File: src/rtl/pattern_seq_map.vh
// register map, field positions and encodings of the alternate pattern sequencer
`ifndef PATTERN_SEQ_MAP_VH
`define PATTERN_SEQ_MAP_VH
`define OFS_CTRL        12'h000
`define OFS_LENGTH      12'h004
`define OFS_MEM_ADDR    12'h008
`define OFS_MEM_DATA    12'h00C
`define OFS_CMD         12'h010
`define OFS_STATUS      12'h014
`define CTRL_RESET      32'h0000_0000
`define CTRL_TYPE_BIT   0
`define CTRL_SRC_BIT    1
`define CTRL_MODE_LSB   2
`define CTRL_SEL_LSB    4
`define CTRL_EN_BIT     6
`define TYPE_WHOLE      1'b0
`define TYPE_TWO_HALF   1'b1
`define SRC_INTERNAL    1'b0
`define SRC_EXTERNAL    1'b1
`define MODE_ALTERNATE  2'h0
`define MODE_SINGLE     2'h1
`define MODE_LEVEL      2'h2
`define MODE_EDGE       2'h3
`define SEL_FIRST       2'h0
`define SEL_SECOND      2'h1
`define SEL_BOTH        2'h2
`define CMD_INSERT_BIT  0
`define MEM_AW          10
`define MEM_DEPTH       1024
`define LEN_RESET       11'h010
`endif

File: src/rtl/pattern_mem.v
// single-port-write, registered-read pattern memory, one bit per word
`timescale 1ns/1ps
`include "pattern_seq_map.vh"
module pattern_mem (
   // clock
   input  wire                  pclk,
   // write side
   input  wire                  wr_en,
   input  wire [`MEM_AW-1:0]    wr_addr,
   input  wire                  wr_bit,
   // read side
   input  wire [`MEM_AW-1:0]    rd_addr,
   output reg                   rd_bit
);
   reg mem [0:`MEM_DEPTH-1];
   always @(posedge pclk) begin
      if (wr_en) begin
         mem[wr_addr] <= wr_bit;
      end
      rd_bit <= mem[rd_addr];
   end
endmodule

File: src/rtl/alt_pattern_seq.v
// alternate pattern sequencer: apb registers, half selection and serial output
//
// Behaviour
// - whole type repeats entire pattern continuously
// - two-half type splits pattern into A, B
// - source picks internal command or aux input
// - external alternate/level: aux high B, low A
// - internal alternate/level: select A, B, alternating
// - external single/edge: rising edge inserts one B
// - internal single: insert command inserts one B
// - internal edge mode unsupported, invalid flagged
//
// The APB slave port and the address map are this design's own decisions.
`timescale 1ns/1ps
`include "pattern_seq_map.vh"
module alt_pattern_seq (
   // clock and reset
   input  wire        pclk,
   input  wire        presetn,
   // apb slave
   input  wire        psel,
   input  wire        penable,
   input  wire        pwrite,
   input  wire [11:0] paddr,
   input  wire [31:0] pwdata,
   output reg  [31:0] prdata,
   output reg         pready,
   output reg         pslverr,
   // pattern link
   input  wire        aux_in,
   output reg         pattern_out,
   output reg         half_change_trig,
   output reg         pattern_start_trig
);
   localparam ST_IDLE = 2'h0;
   localparam ST_A    = 2'h1;
   localparam ST_B    = 2'h2;

   reg [31:0]         ctrl_q;
   reg [`MEM_AW:0]    len_q;
   reg [`MEM_AW-1:0]  maddr_q;
   reg                ins_pend_q;
   reg [1:0]          state_q;
   reg [`MEM_AW-1:0]  pos_q;
   reg                aux_s1_q;
   reg                aux_s2_q;
   reg                aux_s3_q;
   reg                edge_pend_q;
   reg                alt_next_b_q;
   reg                out_valid_q;
   reg                cur_b_q;
   wire [`MEM_AW-1:0] rd_bit_addr;
   wire               rd_bit;

   wire       two_half = ctrl_q[`CTRL_TYPE_BIT];
   wire       src_ext  = ctrl_q[`CTRL_SRC_BIT];
   wire [1:0] mode     = ctrl_q[`CTRL_MODE_LSB+1:`CTRL_MODE_LSB];
   wire [1:0] sel      = ctrl_q[`CTRL_SEL_LSB+1:`CTRL_SEL_LSB];
   wire       run      = ctrl_q[`CTRL_EN_BIT];
   // internal edge mode gives no defined output
   wire       invalid  = two_half && !src_ext && (mode == `MODE_EDGE);
   wire       setup    = psel && !penable;
   wire       wr_acc   = psel && penable && pwrite;
   wire       wr_data  = wr_acc && (paddr == `OFS_MEM_DATA);
   wire       wr_cmd   = wr_acc && (paddr == `OFS_CMD) && pwdata[`CMD_INSERT_BIT];
   wire       aux_rise = aux_s2_q && !aux_s3_q;
   wire [`MEM_AW-1:0] half_len = len_q[`MEM_AW:1];
   wire       in_a     = (state_q == ST_A);
   // requests only count in their own insert mode, so none is left over for later
   wire       cmd_ins  = wr_cmd && two_half && !src_ext && (mode == `MODE_SINGLE);
   wire       ext_ins  = aux_rise && two_half && src_ext &&
                         (mode == `MODE_SINGLE || mode == `MODE_EDGE);
   wire       last_bit;

   function [`MEM_AW-1:0] half_end;
      input              th;
      input [`MEM_AW:0]  l;
      begin
         if (th) begin
            half_end = l[`MEM_AW:1] - 1'b1;
         end else begin
            half_end = l[`MEM_AW-1:0] - 1'b1;
         end
      end
   endfunction

   function known_reg;
      input [11:0] a;
      begin
         known_reg = (a == `OFS_CTRL) || (a == `OFS_LENGTH) ||
                     (a == `OFS_MEM_ADDR) || (a == `OFS_MEM_DATA) ||
                     (a == `OFS_CMD) || (a == `OFS_STATUS);
      end
   endfunction

   assign last_bit = (state_q == ST_A || state_q == ST_B) &&
                     (pos_q == half_end(two_half, len_q));

   // decide the half to send next, sampled only at a half boundary
   reg next_b;
   always @* begin
      next_b = 1'b0;
      if (two_half) begin
         if (src_ext) begin
            if (mode == `MODE_ALTERNATE || mode == `MODE_LEVEL) begin
               next_b = aux_s2_q;
            end else begin
               // an inserted half always returns to A afterwards
               next_b = in_a && (edge_pend_q || aux_rise);
            end
         end else begin
            case (mode)
               `MODE_ALTERNATE, `MODE_LEVEL: begin
                  case (sel)
                     `SEL_FIRST:  next_b = 1'b0;
                     `SEL_SECOND: next_b = 1'b1;
                     `SEL_BOTH:   next_b = alt_next_b_q;
                     default:     next_b = 1'b0;
                  endcase
               end
               `MODE_SINGLE: next_b = in_a && (ins_pend_q || wr_cmd);
               default:      next_b = 1'b0;
            endcase
         end
      end
   end

   // apb slave, answers with zero wait states
   always @(posedge pclk or negedge presetn) begin
      if (!presetn) begin
         ctrl_q  <= `CTRL_RESET;
         len_q   <= `LEN_RESET;
         maddr_q <= {`MEM_AW{1'b0}};
         prdata  <= 32'h0000_0000;
         pready  <= 1'b0;
         pslverr <= 1'b0;
      end else begin
         pready  <= setup;
         pslverr <= setup && !known_reg(paddr);
         if (setup && !pwrite) begin
            case (paddr)
               `OFS_CTRL:     prdata <= {25'h0, ctrl_q[6:0]};
               `OFS_LENGTH:   prdata <= {21'h0, len_q};
               `OFS_MEM_ADDR: prdata <= {22'h0, maddr_q};
               `OFS_STATUS:   prdata <= {27'h0, invalid, ins_pend_q || edge_pend_q,
                                         cur_b_q, state_q};
               default:       prdata <= 32'h0000_0000;
            endcase
         end
         if (wr_acc && paddr == `OFS_CTRL) begin
            ctrl_q <= {25'h0, pwdata[6:0]};
         end
         if (wr_acc && paddr == `OFS_LENGTH) begin
            // zero length would wrap only after 1024 bits, so clamp to one bit per half
            len_q <= (pwdata[`MEM_AW:0] < 11'h002) ? 11'h002 : pwdata[`MEM_AW:0];
         end
         if (wr_acc && paddr == `OFS_MEM_ADDR) begin
            maddr_q <= pwdata[`MEM_AW-1:0];
         end else if (wr_data) begin
            maddr_q <= maddr_q + 1'b1;
         end
      end
   end

   pattern_mem u_mem (
      .pclk    (pclk),
      .wr_en   (wr_data),
      .wr_addr (maddr_q),
      .wr_bit  (pwdata[0]),
      .rd_addr (rd_bit_addr),
      .rd_bit  (rd_bit)
   );

   assign rd_bit_addr = (state_q == ST_B) ? (pos_q + half_len) : pos_q;

   // sequencer
   always @(posedge pclk or negedge presetn) begin
      if (!presetn) begin
         state_q            <= ST_IDLE;
         pos_q              <= {`MEM_AW{1'b0}};
         aux_s1_q           <= 1'b0;
         aux_s2_q           <= 1'b0;
         aux_s3_q           <= 1'b0;
         edge_pend_q        <= 1'b0;
         ins_pend_q         <= 1'b0;
         alt_next_b_q       <= 1'b0;
         out_valid_q        <= 1'b0;
         cur_b_q            <= 1'b0;
         pattern_out        <= 1'b0;
         half_change_trig   <= 1'b0;
         pattern_start_trig <= 1'b0;
      end else begin
         aux_s1_q    <= aux_in;
         aux_s2_q    <= aux_s1_q;
         aux_s3_q    <= aux_s2_q;
         out_valid_q <= (state_q != ST_IDLE) && !invalid;
         pattern_out <= out_valid_q ? rd_bit : 1'b0;
         half_change_trig   <= 1'b0;
         pattern_start_trig <= 1'b0;
         // a boundary takes one request; a second one in that cycle stays pending
         if (last_bit && next_b && in_a) begin
            edge_pend_q <= edge_pend_q && ext_ins;
            ins_pend_q  <= ins_pend_q && cmd_ins;
         end else begin
            if (ext_ins) begin
               edge_pend_q <= 1'b1;
            end
            if (cmd_ins) begin
               ins_pend_q <= 1'b1;
            end
         end
         case (state_q)
            ST_IDLE: begin
               if (run && !invalid) begin
                  state_q            <= ST_A;
                  pos_q              <= {`MEM_AW{1'b0}};
                  cur_b_q            <= 1'b0;
                  pattern_start_trig <= 1'b1;
               end
            end
            ST_A, ST_B: begin
               if (!run || invalid) begin
                  state_q <= ST_IDLE;
               end else if (last_bit) begin
                  pos_q <= {`MEM_AW{1'b0}};
                  if (!two_half) begin
                     state_q            <= ST_A;
                     pattern_start_trig <= 1'b1;
                  end else begin
                     state_q            <= next_b ? ST_B : ST_A;
                     cur_b_q            <= next_b;
                     alt_next_b_q       <= ~next_b;
                     half_change_trig   <= next_b != (state_q == ST_B);
                     pattern_start_trig <= !next_b;
                  end
               end else begin
                  pos_q <= pos_q + 1'b1;
               end
            end
            default: state_q <= ST_IDLE;
         endcase
      end
   end
endmodule

File: config.mk
export PLATFORM = sky130hd
export DESIGN_NAME = alt_pattern_seq
export DESIGN_NICKNAME = d
export VERILOG_FILES = /design/src/rtl/pattern_mem.v /design/src/rtl/alt_pattern_seq.v
export VERILOG_INCLUDE_DIRS = /design/src /design/src/rtl
export SDC_FILE = /design/constraint.sdc
export NUM_CORES = 1
export LEC_CHECK = 0
export ABC_AREA = 1
export BUFFER_PORTS_ARGS = -buffer_cell sky130_fd_sc_hd__buf_2
export CAP_MARGIN = 25
export CORE_MARGIN = 10
export CORE_UTILIZATION = 30
export DETAILED_ROUTE_END_ITERATION = 6
export GPL_TIMING_DRIVEN = 1
export PLACE_DENSITY = 0.52
export SYNTH_ARGS = -nofsm -noshare
export SYNTH_HDL_FRONTEND = slang
export SYNTH_HIERARCHICAL = 1
export SYNTH_SLANG_ARGS = --single-unit
File: constraint.sdc
create_clock -name pclk -period 2.91 [get_ports pclk]
set_input_delay 0.582 -clock pclk [delete_from_list [all_inputs] [get_ports pclk]]
set_output_delay 0.582 -clock pclk [all_outputs]
set_load 0.01 [all_outputs]
**After elaboration in Yosys (flattened, before gate mapping)**

Memories as Yosys holds them, arrays and structs flattened. A register that Yosys moved wholly into a read port is not among the register bits.
Cells that the tools add are included.

- Add/sub/neg operators: 5
- $lt $le $gt $ge: 1
- Eq/ne operators: 19
- Mux-type cells: 42
- Bitwise operators: 2
- Reductions and logical operators: 63

Operators by type and width:

| kind | count |
|---|---|
| $mux 10 | 7 |
| $pmux 11 s4 | 1 |
| $logic_and 1x1->1 | 29 |
| $eq 12x4->1 const B | 2 |
| $eq 12x5->1 const B | 2 |
| $mux 1 | 22 |
| $add 10x1->10 const B | 2 |
| $pmux 10 s2 | 1 |
| $sub 10x1->10 const B | 2 |
| $eq 12x3->1 const B | 1 |
| $logic_not 12->1 | 1 |
| $logic_or 1x1->1 | 12 |
| $lt 11x2->1 const B | 1 |
| $mux 11 | 1 |
| $add 10x10->10 | 1 |
| $eq 10x10->1 | 1 |
| $mux 2 | 5 |
| $reduce_bool 2->1 | 5 |
| $eq 2x2->1 const B | 4 |
| $logic_not 1->1 | 8 |
| $ne 2x2->1 const B | 4 |
| $pmux 1 s2 | 4 |
| $eq 2x1->1 const B | 3 |
| $reduce_and 5->1 | 1 |
| 9 further kinds | 12 |

- Register bits: 85
- Bits in writable memories: 1,024
- Input port bits: 50
- Output and inout bits: 37
- Logic and storage cells: 152
- Memories: 1

Memories:

| name | words | bits a word | rd ports | clocked after memory_dff | wr ports | RTL line | source |
|---|---|---|---|---|---|---|---|
| u_mem.mem | 1,024 | 1 | 1 | 1 | 1 | pattern_mem.v:15 | `` reg mem [0:`MEM_DEPTH-1]; `` |

**Logic depth before layout (Yosys ltp)**

Gate-level depths: netlist of the first run.

- Depth in word-level cells: 14
- Mapped depth: 22
- Depth with buffers taken out: 19

**By module**

Netlist of the first run, hierarchy kept.

By module, submodules not included:

| module | times used | cells each | area an instance (sq um) | sequential area each (sq um) |
|---|---|---|---|---|
| pattern_mem | 1 | 4,679 | 46,392.0 | 30,769.5 |
| alt_pattern_seq | 1 | 677 | 4,753.3 | 1,602.8 |

**Worst setup path before layout of the first run**

OpenSTA, ideal clock, no wires.

- Kind: input -> register
- Start point: input port paddr[5]
- End point: memory u_mem.mem[800], enable pin
- Setup time: 300 ps
- Data arrival time: 2,494 ps
- Data required time: 2,610 ps
- Slack: 116 ps
- Cell stages on the path: 10
- Buffers on the path: 3
- Path through: nor3_1 nand3_1 inv_1 nand3_1 nor2_1 clkbuf_1 buf_1 nand3_1 clkbuf_1 nor2_1

- Cells in the longest elaborated chain, start to end: 4

RTL lines:

| element | RTL line | source |
|---|---|---|
| start, declared | alt_pattern_seq.v:24 | `input wire [11:0] paddr,` |
| $eq 12x4->1 (no line) | n/a |  |
| $logic_and 1x1->1 | alt_pattern_seq.v:64 | `` wire wr_data = wr_acc && (paddr == `OFS_MEM_DATA); `` |
| net wr_data | alt_pattern_seq.v:64 |  |
| $mux 1 | pattern_mem.v:17 | `if (wr_en) begin` |
| $mux 1 (implied by the code) | pattern_mem.v:18 | `mem[wr_addr] <= wr_bit;` |
| end, declared | pattern_mem.v:15 |  |

The timed path passes the listed nets, and every way through them passes these cells.

**Final worst setup path of the first run**

- Start point: register len_q[1]
- End point: register u_mem.rd_bit, read port of u_mem.mem

- Cells in the longest elaborated chain, start to end: 2

RTL lines:

| element | RTL line | source |
|---|---|---|
| start, declared | alt_pattern_seq.v:40 | `` reg [`MEM_AW:0] len_q; `` |
| start signal, assigned | alt_pattern_seq.v:132 | `` len_q <= `LEN_RESET; `` |
| start signal, assigned | alt_pattern_seq.v:155 | `` len_q <= (pwdata[`MEM_AW:0] < 11'h002) ? 11'h002 : pwdata[`MEM_AW:0]; `` |
| $add 10x10->10 | alt_pattern_seq.v:174 | `assign rd_bit_addr = (state_q == ST_B) ? (pos_q + half_len) : pos_q;` |
| $mux 10 | alt_pattern_seq.v:174 |  |
| net rd_bit_addr[1] | alt_pattern_seq.v:52 | `` wire [`MEM_AW-1:0] rd_bit_addr; `` |
| end, declared | pattern_mem.v:13 | `output reg rd_bit` |

The timed path passes the listed nets, and every way through them passes these cells.
A chain may end at the register's enable or synchronous reset.

==> results of run 1 <==
==> worst max-delay path by stage <==
| stage | from | slack [ns] | endpoint | cells after the start |
|---|---|---|---|---|
| 5_1_grt | len_q[3] | -0.13 | u_mem/rd_bit | 17 |
| 2_1_floorplan | paddr[5] | 0.12 | u_mem/mem[800] | 10 |
| 3_3_place_gp | len_q[1] | -0.35 | u_mem/rd_bit | 19 |
| 6_report | len_q[1] | -0.05 | u_mem/rd_bit | 19 |
| 4_1_cts | pos_q[0] | 0.0001 | u_mem/rd_bit | 20 |
| 3_5_place_dp | len_q[1] | -0.35 | u_mem/rd_bit | 19 |
==> layout make-up <==
class | instances | share of cell area, %
clock inverters | 72 | 1.07
clock buffers | 148 | 5.07
flip-flops and latches | 1089 | 52.3
multi-input cells | 3703 | 27.4
well taps | 2218 | 4.49
repair buffers | 429 | 8.64
repair inverters | 4 | 0.0789
inverters | 139 | 0.928
==> critical path: cells and delay by family (launching register included) <==
family | cells | cell delay, ns
AO/OA/AOI/OAI | 1 | 0.21
adder cells (fa/ha/maj) | 2 | 0.66
buffers and inverters | 5 | 0.75
flip-flops | 1 | 0.38
AND/OR/NAND/NOR | 11 | 0.95
==> registers in the layout, indices dropped and copies added (netlist names) <==
name and count:
len_q 11, alt_next_b_q 1, out_valid_q 1, aux_s3_q 1, state_q 2, aux_s1_q 1
cur_b_q 1, maddr_q 10, u_mem/mem 1024, half_change_trig 1, aux_s2_q 1, ctrl_q 7
edge_pend_q 1, pattern_out 1, pos_q 10, ins_pend_q 1, pslverr 1, pattern_start_trig 1
u_mem/rd_bit 1, pready 1, prdata 11
==> report_power, final <==
part | internal [mW] | switching [mW]
Sequential | 17.2 | 0.0119
Clock | 8.30 | 6.56
Combinational | 0.210 | 0.568
==> synthesized netlist by cell type, types with 19 or more instances <==
library cell  instances  share of area [%]
a21oi_1              19               0.19
buf_1                35               0.26
buf_2               123                1.2
buf_4                29               0.43
buf_6                52                1.1
clkbuf_1            205                1.5
dfrtp_1              63                3.1
edfxtp_1           1024                 60
inv_1               132               0.97
nand2_1            1298                9.5
nand3_1            1072                 10
nor2_1             1081                7.9
nor3_1               31               0.30
o21ai_0              48               0.47
==> through the flow <==
| step | TNS [ns] | power [mW] |
|---|---|---|
| detailed placement | -0.348 | 18.2 |
| floorplan | 0 | 17.8 |
| finish | -0.0549 | 32.8 |
| global placement | -0.351 | 18.2 |
| global route | -0.128 | 33.7 |
| CTS | 0 | 33.0 |
==> routing by layer <==
metal / routed length [um] / GRT usage [%] / vias up
li1: - / - / 18300
met1: 73900 / 24.3 / 19800
met2: 79300 / 28.4 / 1512
met3: 12100 / 2.48 / 270
met4: 5730 / 5.47 / 0
met5: 0 / 0 / -
==> logic make-up (layout without fill, tap and decap cells) <==
family	Yosys count	in the layout	synth area share, %
AOI/OAI and AO/OA	96	96	1.08
xor gates and xnor gates	23	23	0.394
adders and majority gates	19	19	0.479
buffers and inverters	584	792	5.59
DFF	1089	1089	63.3
other	1	21	0.00733
and+or+nand+nor	3544	3544	29.1
==> what timing repair did <==
action,CTS,global route
pin swaps,91,24
hold buffers,2,0
gates cloned,20,5
setup endpoints to repair,1,5
buffers inserted,27,13
resized for setup,193,44
endpoints found under the hold margin,2,0
==> results.toml, run 1 <==
[final_layout]
final_common_cell = "nand2_1"
stdcell_area_mm2 = 0.0619
layout_common_cells = "nand2_1, nor2_1, edfxtp_1"
ff_latch_area_mm2 = 0.0324
antenna_cells = 0
multi_input_comb_area_mm2 = 0.0170
fin_cells = 7802
final_net_count = 5553
fill_cells = 16900
final_util_pct = 36.5
area_delta_synth_final_pct = 21.0
drive_above_1_share_pct = 14.9

[die]
chipHeight_um = 433
coreArea_mm2 = 0.169
start_util_pct = 30.2
dieArea_mm2 = 0.187
die_x_um = 433
rows = 151
design.portCount = 87

[critical_path]
r2r-start = "len_q[1]"
critPathKind = "reg -> reg"
path_common_cell = "nand3_1"
crit_fanout = 8
ff2ff_setup_slack_ns = -0.05
cp_slowest_cell = "fa_2"
cp_cell_sequence = "ha_2 > inv_2 > fa_2 > o21ai_4 > buf_12 > buf_12 > inv_16 > bufbuf_16 > nand3_1 > nand3_1 > nand3_2 > nand3_1 > nand3_2 > nand3_2 > nand2_1 > nand2_1 > nand3_1 > nand3_1 > nand2_1"
critical-path-max-stage-delay_ns = 0.46
r2r.worst_path.cells = 19
rr_endpoint = "u_mem/rd_bit"
start_kind = "flop"
cp.arrival_ns = 3.70
setup.worst_path.end_class = "flop"
required_ns = 3.64

[global_route]
grt_pass1_vias = 37700
grt_remaining_overflow = 0
antenna_found_initial = 2
grt_max_degree = 238
track_usage_pct = 17.6
grt_pass1_wl_um = 250000

[synthesis]
yosys_warnings = 6
synth.distinct_cells = 45
synthFlopType = "edfxtp_1"
synth_edf_count = 1024
synthCells = 5356
ys_seq_area_share_pct = 63.3
synth_seq_cells = 1089
postSynthAreaPerCell_um2 = 9.55
synthArstFlopShare_pct = 5.88
syn_area_mm2 = 0.0511

[clocking]
htreeDepth = 3
cts_max_path_buffers = 3
clk_latency_ns = 0.79
cts_root_buf = "clkbuf_16"
cts_made_buffers = 118
cts.sinks = 1089
clk_pin_slew_ns = 0.07
cts_tree = "yes"

[sta]
finalClockSkew_ns = 0.0862
tightest_slew_ns = 1.14
drv_slew = 0
fin_crit_sh_pct = 102
period_needed_ns = 2.96
max_slew_margin_pct = 23.9
fmax_ghz = 0.337
finalSetupViolations = 1
layout_setup_ws_ns = -0.0549
hold_viol_final = 0
rsz0062_at_grt = "true"
hold_ws_ns = 0.0313

[routing]
drtAntennaViolNets = 0
drtPass1Iterations = 6
routedWlPerCell_um = 21.9
vias_per_cell = 5.12
wl_um = 171000
vias = 39900
drt_iter0_drc = 4406
drcViolationCount = 0

[placed_design]
io_buffers = 44
dpl_cell_area_mm2 = 0.0560
hpwl_um = 90300
gp_congestion = 0.837
dp_slack_ns = -0.348
dp.cells = 7523

[pwr]
p_leak_nw = 21.5
max-vdd-ir-drop_v = 0.000513
p_per_area_mw_per_mm2 = 530

[job]
cap_violations = 0

[outcome]
outcome = "complete, but fails checks"
violations = "setup timing"

[hold_path]
hold_class = "in -> async"
No activity file was read; power rests on OpenSTA's default activity.
==> run 2: changes to the inputs <==
Settings changed: SLEW_MARGIN from default to 20.
Clock period 2.91 ns to 3.59 ns, I/O delays scaled along.
==> run 2 against run 1 <==
  * The run now ends clean
  * Fmax decreased by 11%
  * First-iteration DRC count decreased by 10%
  * Die area unchanged
  * Flip-flop and latch count unchanged
  * Register-to-register slack improved by 0.32 ns
  * Clock-buffer cell count increased by 6
  * Global-route usage decreased by 0.92 points
  * Largest power group unchanged
  * Final area decreased by 6.0%
  * Total power decreased by 18%
  * Sequential share of layout area increased by 3.4 points
==> results.toml, run 2 (synthesis results as in run 1) <==
[clocking]
cts_tree = "yes"
cts_resized = 0
htreeDepth = 3
clk_latency_ns = 0.76
cts.sinks = 1089
cts_made_buffers = 118
cts_max_path_buffers = 3
postCtsHoldBufs = 0
clk_pin_slew_ns = 0.06
postCtsSetupRepairBufs = 0
cts_root_buf = "clkbuf_16"

[sta]
tightest_slew_ns = 0.895
hold_viol_final = 0
finalSetupViolations = 0
period_needed_ns = 3.33
tns_ns = 0
hold_ws_ns = 0.107
max_slew_margin_pct = 40.3
fmax_ghz = 0.301
drv_slew = 0
rsz0062_at_grt = "false"
finalClockSkew_ns = 0.0597
fin_crit_sh_pct = 92.7

[final_layout]
largestRegisters = "u_mem/mem (1024), len_q (11), prdata (11)"
layout_common_cells = "nand2_1, nor2_1, nand3_1"
drive_above_1_share_pct = 9.09
area_delta_synth_final_pct = 13.7
top_register = "u_mem/mem"
antenna_cells = 0
largest_reg_flops = 1024
final_common_cell = "nand2_1"
final_net_count = 5351

[critical_path]
ff2ff_setup_slack_ns = 0.26
required_ns = 4.25
r2r.worst_path.cells = 18
endpoint = "u_mem/rd_bit"
r2r-start = "pos_q[0]"
crit_fanout = 37
critPathKind = "reg -> reg"
cp.arrival_ns = 3.99
start_kind = "flop"
rr_endpoint = "u_mem/rd_bit"
crit_path_start = "pos_q[0]"
setup.worst_path.end_class = "flop"

[die]
dieArea_mm2 = 0.187
design.portCount = 87
chipHeight_um = 433
start_util_pct = 30.2
rows = 151
die_x_um = 433
coreArea_mm2 = 0.169

[global_route]
track_usage_pct = 16.7
grt_pass1_vias = 36600
grt_remaining_overflow = 0
grt_max_degree = 287
grt_pass1_wl_um = 238000
antenna_found_initial = 3

[pwr]
p_leak_nw = 19.6
p_per_area_mw_per_mm2 = 461
max-vdd-ir-drop_v = 0.000438

[hold_path]
hold_start = "aux_in"
hold_class = "in -> reg"
hold_depth = 1

[routing]
vias_per_cell = 5.07
routedWlPerCell_um = 21.1
vias = 38600
drt_iter0_drc = 3948
wl_um = 161000
drcViolationCount = 0
drtAntennaViolNets = 0
drtPass1Iterations = 6

[placed_design]
io_buffers = 44
gp_congestion = 0.841
hpwl_um = 83500

[job]
cap_violations = 0

[outcome]
outcome = "completed"
## run 2: cell count changes in the layout (fill, tap and decap cells not counted), sizes merged
cell         delta
bufbuf          -5
bufinv          +3
clkbuf          +2
dlygate4sd3     -2
clkinvlp        +1
inv             -4
buf           -187
clkinv          -4
## run 2: worst min path at each step
stage	end	slack [ns]
final	aux_s1_q	0.11
after global routing	aux_s1_q	0.07
after CTS	aux_s1_q	0.07
after detailed placement	aux_s2_q	0.34
after global placement	aux_s2_q	0.33
after floorplan	aux_s2_q	0.33
## run 2: per-layer routing
layer	GRT usage (%)	vias up	routed length (um)
li1	-	17800	-
met1	22.9	19000	69700
met2	26.9	1413	73700
met3	2.55	276	11800
met4	5.48	0	5460
met5	0	-	0
## run 2: critical path, cell delays in order, from the launching register on
cell and delay [ns]:
dfrtp_1 0.38, ha_1 0.24, inv_1 0.09, fa_1 0.54, o21ai_4 0.08, buf_12 0.15
inv_8 0.29, buf_12 0.28, nand3_1 0.11, nand3_1 0.09, nand3_1 0.09, nand3_1 0.16
nand3_1 0.15, nand3_1 0.10, nand2_1 0.16, nand2_1 0.10, nand3_1 0.07, nand3_1 0.08
nand2_1 0.05
## run 2: layout make-up
type / count / area (um^2)
fillers: 17100 / 111000
flip-flops and latches: 1089 / 32400
multi-input cells: 3703 / 16100
clock buffers: 154 / 3230
well taps: 2218 / 2780
repair buffers: 231 / 2390
clock inverters: 72 / 693
inverters: 139 / 552
## run 2: metrics by stage
step           setup WS [ns]  cell area, um^2  std cells  util, %  total power [mW]
2_1_floorplan          0.660            51200       5376        -              14.5
3_3_place_gp           0.195            54200       7378     32.0              14.7
3_5_place_dp           0.206            54200       7379     32.0              14.7
4_1_cts                0.252            58100       7605     34.3              27.0
5_1_grt               0.0819            58100       7606     34.3              27.6
6_report               0.262            58100       7606     34.3              26.8
## run 2: power by group
group / internal (mW) / switching, mW
sequential: 13.9 / 0.0125
combinational: 0.128 / 0.433
clock: 7.07 / 5.27
